### src/pkg/awl_defines.vh
// Constants for the alibi weighing logger: register map, field
// positions, reset values, counter limits and timing.
// Assumes a single 125 MHz system clock.
`ifndef AWL_DEFINES_VH
`define AWL_DEFINES_VH

// Register byte offsets
`define AWL_REG_CTRL    8'h00
`define AWL_REG_STATUS  8'h04
`define AWL_REG_MASK    8'h08
`define AWL_REG_ID      8'h0C

// Control register fields
`define AWL_CTRL_EN     0
`define AWL_CTRL_APPR   1
`define AWL_CTRL_WIPE   2
`define AWL_CTRL_RST    2'h1

// Event bits in status and mask
`define AWL_EVT_SAVE    0
`define AWL_EVT_REFUSE  1
`define AWL_EVT_RD_OK   2
`define AWL_EVT_RD_BAD  3
`define AWL_EVT_WIPE    4
`define AWL_EVT_W       5
`define AWL_MASK_RST    5'h00

// ID register fields
`define AWL_ID_WLSB     0
`define AWL_ID_RLSB     18
`define AWL_ID_EMPTY    31

// Counter limits and acceptance threshold (in divisions)
`define AWL_WEIGH_MAX   18'h20000
`define AWL_MIN_DIV     24'h000014

// Readback item selectors
`define AWL_ITEM_SCALE  2'h0
`define AWL_ITEM_UNIT   2'h1
`define AWL_ITEM_GROSS  2'h2
`define AWL_ITEM_TARE   2'h3

// Timing
`define AWL_CLK_KHZ     125000
`define AWL_EMPTY_MS    1000

`endif

### src/core/awl_core.v
// Alibi weighing logger: save checks, two-part ID counters, save
// reply, readback with ID check, whole-log wipe and register port.
// Assumes save, key, readback and exit inputs are one-cycle pulses
// synchronous to sys_clk; weights are signed counts of divisions.
//
// Functional notes
// - Each save advances weighing count by one
// - After maximum, weighing restarts, rewrite increments
// - Rewrite count reported as five decimal digits
// - Weighing count reported as six decimal digits
// - Save starts by serial command or key
// - Successful save sends gross, tare and ID
// - Save needs weight nonnegative, stable, in range
// - Approved mode needs weight over twenty divisions
// - Key save needs print reactivation permission
// - Failed command replies NO; failed key silent
// - Same rewrite, weighing not above last: valid
// - Previous rewrite, weighing above last: valid
// - Readback takes rewrite 0-255, weighing to maximum
// - Verified readback offers scale, unit, gross, tare
// - Empty log shows empty for one second
// - Unverified ID shows invalid, returns to weighing
// - Wipe erases all, refused when approved
`timescale 1ns/1ps
`include "awl_defines.vh"
module awl_core #(
  parameter DEPTH     = 16,             // Records held on chip
  parameter AW        = 4,              // Record index width
  parameter EMPTY_CYC = `AWL_EMPTY_MS * `AWL_CLK_KHZ // Empty hold
) (
  input  wire        sys_clk,           // 125 MHz clock
  input  wire        rst,               // Async reset, high
  input  wire [7:0]  reg_addr,          // Register byte address
  input  wire [31:0] reg_wdata,         // Register write data
  input  wire        reg_wr,            // Write strobe
  input  wire        reg_rd,            // Read strobe
  output wire [31:0] reg_rdata,         // Read data, next cycle
  output wire        irq,               // Level interrupt
  input  wire        save_with_id_command, // Serial save request
  input  wire        save_key,          // Front-panel save key
  input  wire        print_reactivate_ok, // Key print permitted
  input  wire        weight_stable,     // Weight is stable
  input  wire        weight_underload,  // Below range
  input  wire        weight_overload,   // Above range
  input  wire [3:0]  scale_num,         // Active scale number
  input  wire [1:0]  unit_code,         // Unit of measurement
  input  wire [23:0] gross,             // Signed gross, divisions
  input  wire [23:0] tare,              // Signed tare, divisions
  output wire        tx_valid,          // Reply ready, one cycle
  output wire        tx_no_id,          // Reply carries NO
  output wire [23:0] tx_gross,          // Reply gross weight
  output wire [23:0] tx_tare,           // Reply tare
  output wire [19:0] tx_rewrite_bcd,    // Rewrite, 5 BCD digits
  output wire [23:0] tx_weigh_bcd,      // Weighing, 6 BCD digits
  input  wire        rd_req,            // Readback request
  input  wire [7:0]  rewrite_count_prompt, // Rewrite to read
  input  wire [17:0] rd_weigh,          // Weighing to read
  input  wire [1:0]  rd_item_sel,       // Item on display
  input  wire        rd_exit,           // Leave readback
  output wire        rd_showing,        // Record on display
  output wire [23:0] rd_item,           // Selected item value
  output wire        show_empty,        // Empty-log indication
  output wire        show_invalid       // Invalid-ID pulse
);

  localparam RW = 54;                   // Record width
  localparam [2:0] ST_IDLE  = 3'h1;     // Weighing mode
  localparam [2:0] ST_EMPTY = 3'h2;     // Empty notice held
  localparam [2:0] ST_SHOW  = 3'h4;     // Record on display
  localparam [26:0] EMPTY_LAST = EMPTY_CYC[26:0] - 27'h0000001;

  // Double-dabble to packed BCD, six digits
  function [23:0] awl_bcd;
    input [17:0] bin;
    integer i;
    integer j;
    reg [23:0] b;
    begin
      b = 24'h000000;
      for (i = 17; i >= 0; i = i - 1) begin
        for (j = 0; j < 6; j = j + 1) begin
          if (b[j*4 +: 4] > 4'h4) begin
            b[j*4 +: 4] = b[j*4 +: 4] + 4'h3;
          end
        end
        b = {b[22:0], bin[i]};
      end
      awl_bcd = b;
    end
  endfunction

  reg  [1:0]         ctrl_ff;           // Enable and approved
  reg  [`AWL_EVT_W-1:0] sts_ff;         // Sticky events
  reg  [`AWL_EVT_W-1:0] mask_ff;        // Interrupt mask
  reg  [31:0]        rdata_ff;          // Read data
  reg  [7:0]         nrw_ff;            // Next rewrite to issue
  reg  [17:0]        nw_ff;             // Next weighing to issue
  reg  [7:0]         lrw_ff;            // Last issued rewrite
  reg  [17:0]        lw_ff;             // Last issued weighing
  reg                empty_ff;          // Nothing saved since wipe
  reg                txv_ff;            // Reply strobe
  reg                txno_ff;           // Reply without ID
  reg  [23:0]        txg_ff;            // Reply gross
  reg  [23:0]        txt_ff;            // Reply tare
  reg  [19:0]        txr_ff;            // Reply rewrite BCD
  reg  [23:0]        txw_ff;            // Reply weighing BCD
  reg  [2:0]         st_ff;             // Readback state
  reg  [26:0]        tmr_ff;            // Empty display timer
  reg  [RW-1:0]      rec_ff;            // Record on display
  reg  [23:0]        item_ff;           // Item shown
  reg                inv_ff;            // Invalid pulse
  reg  [2:0]         nxt_st;            // Next readback state
  reg  [31:0]        nxt_rdata;         // Next read data
  reg  [23:0]        nxt_item;          // Next shown item

  wire               appr = ctrl_ff[`AWL_CTRL_APPR];
  wire               wipe;              // Accepted wipe
  wire               cond_ok;           // Weight allows a save
  wire               key_go;            // Key save attempt
  wire               save_go;           // Save to be stored
  wire               at_max;            // Weighing at maximum
  wire               rd_hit;            // Store holds that ID
  wire [RW-1:0]      rd_rec;            // Record from store
  wire               id_ok;             // Requested ID verifies
  wire               rd_go;             // Readback taken
  wire               wr_hit = reg_wr && (reg_addr == `AWL_REG_STATUS);
  wire [`AWL_EVT_W-1:0] evt;            // This cycle's events
  wire [23:0]        rw_bcd = awl_bcd({10'h000, nrw_ff}); // Top digit 0

  assign wipe = reg_wr && (reg_addr == `AWL_REG_CTRL) &&
                reg_wdata[`AWL_CTRL_WIPE] && !appr;

  assign cond_ok = ctrl_ff[`AWL_CTRL_EN] && !gross[23] &&
                   weight_stable && !weight_underload &&
                   !weight_overload &&
                   (!appr || (gross > `AWL_MIN_DIV));

  // key needs permission
  // The command outranks a key press in the same cycle
  assign key_go  = save_key && !save_with_id_command &&
                   print_reactivate_ok;
  assign save_go = cond_ok && (save_with_id_command || key_go);
  assign at_max  = (nw_ff == `AWL_WEIGH_MAX);

  // Control, mask and read data registers
  always @(posedge sys_clk or posedge rst) begin
    if (rst) begin
      ctrl_ff  <= `AWL_CTRL_RST;
      mask_ff  <= `AWL_MASK_RST;
      rdata_ff <= 32'h00000000;
    end else begin
      if (reg_wr && (reg_addr == `AWL_REG_CTRL)) begin
        ctrl_ff <= reg_wdata[1:0];
      end
      if (reg_wr && (reg_addr == `AWL_REG_MASK)) begin
        mask_ff <= reg_wdata[`AWL_EVT_W-1:0];
      end
      // Data stand only in the cycle after the read strobe
      rdata_ff <= reg_rd ? nxt_rdata : 32'h00000000;
    end
  end

  // Read decode; unmapped offsets read as zero
  always @* begin
    nxt_rdata = 32'h00000000;
    case (reg_addr)
      `AWL_REG_CTRL:   nxt_rdata[1:0] = ctrl_ff;
      `AWL_REG_STATUS: nxt_rdata[`AWL_EVT_W-1:0] = sts_ff;
      `AWL_REG_MASK:   nxt_rdata[`AWL_EVT_W-1:0] = mask_ff;
      `AWL_REG_ID: begin
        nxt_rdata[`AWL_ID_WLSB +: 18] = lw_ff;
        nxt_rdata[`AWL_ID_RLSB +: 8]  = lrw_ff;
        nxt_rdata[`AWL_ID_EMPTY]      = empty_ff;
      end
      default:         nxt_rdata = 32'h00000000;
    endcase
  end

  assign evt[`AWL_EVT_SAVE]   = save_go;
  assign evt[`AWL_EVT_REFUSE] = save_with_id_command && !cond_ok;
  assign evt[`AWL_EVT_RD_OK]  = rd_go && id_ok && !empty_ff;
  assign evt[`AWL_EVT_RD_BAD] = rd_go && (!id_ok || empty_ff);
  assign evt[`AWL_EVT_WIPE]   = wipe;

  // Sticky status; a new event wins over a write-one clear
  always @(posedge sys_clk or posedge rst) begin
    if (rst) begin
      sts_ff <= {`AWL_EVT_W{1'b0}};
    end else begin
      sts_ff <= (sts_ff & ~(wr_hit ? reg_wdata[`AWL_EVT_W-1:0] :
                 {`AWL_EVT_W{1'b0}})) | evt;
    end
  end

  assign irq = |(sts_ff & mask_ff);

  // ID counters
  always @(posedge sys_clk or posedge rst) begin
    if (rst) begin
      nrw_ff   <= 8'h00;
      nw_ff    <= 18'h00000;
      lrw_ff   <= 8'h00;
      lw_ff    <= 18'h00000;
      empty_ff <= 1'b1;
    end else if (wipe) begin
      // Wiping starts the log afresh
      nrw_ff   <= 8'h00;
      nw_ff    <= 18'h00000;
      lrw_ff   <= 8'h00;
      lw_ff    <= 18'h00000;
      empty_ff <= 1'b1;
    end else if (save_go) begin
      lrw_ff   <= nrw_ff;
      lw_ff    <= nw_ff;
      empty_ff <= 1'b0;
      if (at_max) begin
        // wrap and next pass
        // Rewrite count wraps past 255 with its 8-bit width
        nw_ff  <= 18'h00000;
        nrw_ff <= nrw_ff + 8'h01;
      end else begin
        nw_ff  <= nw_ff + 18'h00001;
      end
    end
  end

  // Save reply; key refusals send nothing
  always @(posedge sys_clk or posedge rst) begin
    if (rst) begin
      txv_ff  <= 1'b0;
      txno_ff <= 1'b0;
      txg_ff  <= 24'h000000;
      txt_ff  <= 24'h000000;
      txr_ff  <= 20'h00000;
      txw_ff  <= 24'h000000;
    end else begin
      txv_ff  <= save_go || save_with_id_command;
      txno_ff <= !save_go;
      if (save_go || save_with_id_command) begin
        txg_ff <= gross;
        txt_ff <= tare;
        txr_ff <= rw_bcd[19:0];
        txw_ff <= awl_bcd(nw_ff);
      end
    end
  end

  assign tx_valid       = txv_ff;
  assign tx_no_id       = txno_ff;
  assign tx_gross       = txg_ff;
  assign tx_tare        = txt_ff;
  assign tx_rewrite_bcd = txr_ff;
  assign tx_weigh_bcd   = txw_ff;

  awl_store #(
    .DEPTH (DEPTH),
    .AW    (AW),
    .TW    (26),
    .DW    (RW)
  ) u_store (
    .sys_clk (sys_clk),
    .rst     (rst),
    .wr_en   (save_go && !wipe),
    .wr_idx  (nw_ff[AW-1:0]),
    .wr_tag  ({nrw_ff, nw_ff}),
    .wr_data ({scale_num, unit_code, gross, tare}),
    .wipe    (wipe),
    .rd_idx  (rd_weigh[AW-1:0]),
    .rd_tag  ({rewrite_count_prompt, rd_weigh}),
    .rd_hit  (rd_hit),
    .rd_data (rd_rec)
  );

  assign id_ok = rd_hit && (rd_weigh <= `AWL_WEIGH_MAX) &&
    (((rewrite_count_prompt == lrw_ff) && (rd_weigh <= lw_ff)) ||
     ((lrw_ff != 8'h00) &&
      (rewrite_count_prompt == lrw_ff - 8'h01) &&
      (rd_weigh > lw_ff)));

  // Requests made away from weighing mode are ignored
  assign rd_go = rd_req && (st_ff == ST_IDLE);

  // Readback state choice
  always @* begin
    nxt_st = st_ff;
    case (st_ff)
      ST_IDLE: begin
        if (rd_go && empty_ff) begin
          nxt_st = ST_EMPTY;
        end else if (rd_go && id_ok) begin
          nxt_st = ST_SHOW;
        end
      end
      ST_EMPTY: begin
        if (tmr_ff == EMPTY_LAST) begin
          nxt_st = ST_IDLE;
        end
      end
      ST_SHOW: begin
        // A wipe also drops a record from the display
        if (rd_exit || wipe) begin
          nxt_st = ST_IDLE;
        end
      end
      default: nxt_st = ST_IDLE;
    endcase
  end

  // Readback state, timer and captured record
  always @(posedge sys_clk or posedge rst) begin
    if (rst) begin
      st_ff  <= ST_IDLE;
      tmr_ff <= 27'h0000000;
      rec_ff <= {RW{1'b0}};
      inv_ff <= 1'b0;
    end else begin
      st_ff <= nxt_st;
      if (st_ff == ST_EMPTY) begin
        tmr_ff <= tmr_ff + 27'h0000001;
      end else begin
        tmr_ff <= 27'h0000000;
      end
      inv_ff <= rd_go && !empty_ff && !id_ok;
      if (rd_go && id_ok) begin
        rec_ff <= rd_rec;
      end
    end
  end

  always @* begin
    nxt_item = 24'h000000;
    case (rd_item_sel)
      `AWL_ITEM_SCALE: nxt_item[3:0] = rec_ff[53:50];
      `AWL_ITEM_UNIT:  nxt_item[1:0] = rec_ff[49:48];
      `AWL_ITEM_GROSS: nxt_item = rec_ff[47:24];
      `AWL_ITEM_TARE:  nxt_item = rec_ff[23:0];
      default:         nxt_item = 24'h000000;
    endcase
  end

  // Shown item register; zero while nothing is displayed
  always @(posedge sys_clk or posedge rst) begin
    if (rst) begin
      item_ff <= 24'h000000;
    end else begin
      item_ff <= (st_ff == ST_SHOW) ? nxt_item : 24'h000000;
    end
  end

  assign rd_showing   = (st_ff == ST_SHOW);
  assign rd_item      = item_ff;
  assign show_empty   = (st_ff == ST_EMPTY);
  assign show_invalid = inv_ff;
  assign reg_rdata    = rdata_ff;

endmodule

### src/core/awl_store.v
// Record store of the alibi weighing logger: flip-flop entries
// indexed by the low bits of the weighing count, each tagged with
// the full ID so an aliased entry never answers for another.
// Assumes one write at a time and a wipe that outranks the write.
`timescale 1ns/1ps
module awl_store #(
  parameter DEPTH = 16,                 // Entries held
  parameter AW    = 4,                  // Index width
  parameter TW    = 26,                 // Tag (ID) width
  parameter DW    = 54                  // Record width
) (
  input  wire          sys_clk,         // System clock
  input  wire          rst,             // Async reset, high
  input  wire          wr_en,           // Store one record
  input  wire [AW-1:0] wr_idx,          // Entry to write
  input  wire [TW-1:0] wr_tag,          // ID of the record
  input  wire [DW-1:0] wr_data,         // Record contents
  input  wire          wipe,            // Erase all entries
  input  wire [AW-1:0] rd_idx,          // Entry to look up
  input  wire [TW-1:0] rd_tag,          // ID being asked for
  output wire          rd_hit,          // Entry holds that ID
  output wire [DW-1:0] rd_data          // Record contents
);

  reg [DW-1:0] data_ff [0:DEPTH-1];     // Record payloads
  reg [TW-1:0] tag_ff  [0:DEPTH-1];     // IDs of the records
  reg          vld_ff  [0:DEPTH-1];     // Entry holds a record

  genvar g;
  generate
    for (g = 0; g < DEPTH; g = g + 1) begin : g_ent
      always @(posedge sys_clk or posedge rst) begin
        if (rst) begin
          vld_ff[g]  <= 1'b0;
          tag_ff[g]  <= {TW{1'b0}};
          data_ff[g] <= {DW{1'b0}};
        end else if (wipe) begin
          // No per-entry erase exists: all valids drop together
          vld_ff[g] <= 1'b0;
        end else if (wr_en && (wr_idx == g)) begin
          vld_ff[g]  <= 1'b1;
          tag_ff[g]  <= wr_tag;
          data_ff[g] <= wr_data;
        end
      end
    end
  endgenerate

  assign rd_hit  = vld_ff[rd_idx] && (tag_ff[rd_idx] == rd_tag);
  assign rd_data = data_ff[rd_idx];

endmodule

### config.mk
export PLATFORM = sky130hd
export DESIGN_NAME = awl_core
export DESIGN_NICKNAME = d
export VERILOG_FILES = /design/src/core/awl_core.v /design/src/core/awl_store.v
export VERILOG_INCLUDE_DIRS = /design/src /design/src/pkg
export SDC_FILE = /design/constraint.sdc
export NUM_CORES = 2
export LEC_CHECK = 0
export BUFFER_PORTS_ARGS = -buffer_cell sky130_fd_sc_hd__buf_2
export CORE_MARGIN = 3
export CORE_UTILIZATION = 45
export DETAILED_ROUTE_END_ITERATION = 7
export GPL_TIMING_DRIVEN = 0
export PLACE_DENSITY = 0.68
export REMOVE_ABC_BUFFERS = 1
export SETUP_SLACK_MARGIN = 0.5
export SLEW_MARGIN = 20
export SYNTH_ARGS = -nofsm -noshare
export SYNTH_HDL_FRONTEND = slang
export SYNTH_SLANG_ARGS = --single-unit
### constraint.sdc
create_clock -name sys_clk -period 87.5 [get_ports sys_clk]
set_input_delay 17.5 -clock sys_clk [delete_from_list [all_inputs] [get_ports sys_clk]]
set_output_delay 17.5 -clock sys_clk [all_outputs]
set_load 0.01 [all_outputs]
==> flow_summary_export.csv <==
group,metric,value,unit
cells_and_area,drive_gt1_frac,0.3329,
timing,skew,0.04209,ns
drt,ant_nets,0,
die,initial_core_util,0.4540,
cells_and_area,final_cell_mix,"dfrtp_1 (1,576), mux2_2 (1,067), nand2_1 (603)",
cts,cts-root-buf,"clkbuf_16",
cts,clockBufferDepth,3,
power_and_ir_drop,ir_drop,0.00002174,V
drt,wl_per_cell,23.88,µm
global_routing,grt_max_degree,112,
drt,drt_iter0_drc,3788,
timing,timing.fmax,45.15,MHz
cts,cts_buffers,169,
worst_hold_path,hp-class,"flop to flop",
worst_setup_path,worstSetupEndpointType,"flop",
cts,cts_tree,"yes",
cells_and_area,nets,6506,
global_routing,grt_remaining_overflow,0,
yosys,synthArstFlopShare,1.000,
cts,hold_buffers,0,
power_and_ir_drop,total_leakage_power,41.85,nW
die,die_area,0.1763,mm²
timing,rsz0062_at_grt,"false",
timing,period_share,0.2531,
yosys,syn_area,0.07710,mm²
global_routing,groute.usage.overall,0.2345,
yosys,synth_warnings,0,
yosys,ys.flop_type,"dfrtp_1",
cts,cts_num_sinks,1580,
cells_and_area,multi_input_area,0.03533,mm²
yosys,synth_top_area_frac,0.5118,
yosys,yosysTopAreaCell,"dfrtp_1",
run,maxCapViolations,0,
cts,clkTransAtPathRegs,0.06,ns
drt,dr.pass1.iters,5,
drt,drc_errors,0,
timing,slew-limit-headroom,0.2237,
timing,slew_violations,0,
die,fp-row-count,151,
timing,setup_viol,0,
cells_and_area,stdcell_count,8635,
drt,viasPerCell,5.943,
placement,placed_cells,8318,
cells_and_area,nFillCells,14040,
worst_setup_path,crit_path_start_kind,"primary input",
status,status,"completed",
timing,setup_tns,0,ns
yosys,synth_seq_cells,1580,
cells_and_area,seqCellArea,0.03954,mm²
timing,worstMarginPinSlew,1.154,ns
die,core_area,0.1698,mm²
placement,dpl_cell_area,0.08212,mm²
die,die_h,419.9,µm
cells_and_area,mostFrequentLayoutCell,"dfrtp_1",
yosys,syn_avg_cell_area,12.41,µm²
placement,dpl.hpwl,132.9,mm
yosys,synth_cells,6213,
timing,min_period,22.15,ns
drt,routed_wl,206.2,mm
global_routing,antenna_found_initial,13,
placement,dp_worst_setup_slack,64.53,ns
global_routing,grt_pass1_wl,320.0,mm
cts,cts_max_level,4,
timing,fin_ws,65.35,ns
cts,ctsResizeCount,0,
yosys,ys_types,132,
placement,portBuffers,244,
yosys,ys_seq_area_frac,0.5128,
timing,fin_hold_ws,0.4592,ns
worst_setup_path,cp.required,88.16,ns
power_and_ir_drop,p_per_area,18.56,mW/mm²
cts,postCtsSetupBuffers,0,
placement,gp_congestion,0.8437,
yosys,synth_area_leaders,"dfrtp_1 (51%), mux2_2 (16%), mux4_2 (8.6%), nand2_1 (3.0%), mux2i_1 (2.5%)",
drt,vias,51320,
timing,final-hold-violation-count,0,
worst_setup_path,worstPathMaxFanout,74,
worst_setup_path,crit_type,"primary input to flop",
cts,clock_latency,0.81,ns
die,die_w,419.9,µm
die,ios,288,
yosys,synth_edf_count,0,
cells_and_area,fin_area,0.08792,mm²
global_routing,grt_pass1_vias,52650,
worst_setup_path,cp.arrival,22.81,ns
cells_and_area,area_growth,14.03,%
state kept, by name, indices dropped and copies added (netlist names), 8 cells and up:
name,flops
lrw_ff,8
nrw_ff,8
tmr_ff,27
tx_rewrite_bcd,10
u_store.data_ff,864
tx_weigh_bcd,23
u_store.tag_ff,416
tx_gross,24
lw_ff,18
nw_ff,18
u_store.vld_ff,16
tx_tare,24
rec_ff,54
reg_rdata,27
rd_item,24
cell type report:
type / count / share of cell area
Inverter: 106 / 0.004711
Tap cell: 2218 / 0.03157
Clock inverter: 57 / 0.008212
Sequential cell: 1580 / 0.4498
Antenna cell: 7 / 0.0001992
Clock buffer: 252 / 0.05737
Multi-Input combinational cell: 4040 / 0.4019
Timing Repair Buffer: 375 / 0.04628
where the power goes:
part,internal (mW),switching [mW]
Sequential,0.740,0.00564
Clock,0.433,0.303
Combinational,0.0559,0.0948
worst paths after layout:
kind / endpoint / slack [ns] / startpoint / cells after the start
max in group asynchronous: u_store.data_ff[342]$_DFFE_PP0P_ / 67.84 / rst / 8
max reg2reg: tx_weigh_bcd[18]$_DFFE_PP0P_ / 73.46 / nw_ff[15]$_DFFE_PP0P_ / 52
min reg2reg: tx_tare[5]$_DFFE_PP0P_ / 0.46 / tx_tare[5]$_DFFE_PP0P_ / 2
min in group asynchronous: tx_rewrite_bcd[1]$_DFFE_PP0P_ / 16.69 / rst / 2
min: tx_tare[5]$_DFFE_PP0P_ / 0.46 / tx_tare[5]$_DFFE_PP0P_ / 2
max: rec_ff[34]$_DFFE_PP0P_ / 65.35 / rd_weigh[1] / 18
per-stage QoR:
step           utilization  total power, mW
2_1_floorplan            -           0.8506
3_3_place_gp        0.4658           0.9111
3_5_place_dp        0.4835           0.9119
4_1_cts             0.5175            1.650
5_1_grt             0.5176            1.696
6_report            0.5176            1.632
worst max-delay path, cell delays in order:
cell and delay, ns:
buf_8 0.47, buf_16 0.39, buf_16 0.37, nor2_4 0.25, buf_16 0.24, buf_12 0.18, buf_16 0.17, a221oi_1 0.37
nor2_1 0.06, o21ai_0 0.69, xnor2_1 0.21, nand2_1 0.14, nor4_1 0.27, nand4_1 0.13, or3_4 0.38, buf_16 0.20
buf_12 0.23, mux2_2 0.30
synthesized netlist by cell type (all sizes together) (21+ instances only):
| master | count |
|---|---|
| a211oi | 21 |
| a21oi | 176 |
| a221oi | 48 |
| a22oi | 31 |
| a31oi | 28 |
| and2 | 44 |
| and3 | 26 |
| buf | 85 |
| clkbuf | 417 |
| dfrtp | 1577 |
| ha | 100 |
| inv | 97 |
| mux2 | 1073 |
| mux2i | 195 |
| mux4 | 293 |
| nand2 | 616 |
| nand2b | 36 |
| nand3 | 72 |
| nand4 | 41 |
| nor2 | 251 |
| nor3 | 74 |
| nor4 | 34 |
| o211ai | 24 |
| o21ai | 414 |
| xnor2 | 79 |
| xor2 | 47 |
routing by layer:
metal | GRT usage | up-vias | part of all wire
met5 | 0 | - | 0.00010
met4 | 0.07753 | 4 | 0.031
met3 | 0.03572 | 357 | 0.055
met2 | 0.3887 | 1517 | 0.49
met1 | 0.3164 | 26750 | 0.43
li1 | - | 22690 | -
logic make-up after synthesis:
logic type | Yosys count | synth area share
other | 1 | 0.00004864
DFF | 1580 | 0.5128
buffers and inverters | 608 | 0.03177
xor gates and xnor gates | 128 | 0.01543
AOI/OAI and AO/OA | 946 | 0.07913
and+or+nand+nor | 1288 | 0.07671
muxes | 1561 | 0.2677
adders and majority gates | 101 | 0.01637
Note: power is estimated with default switching activity, not from simulation.
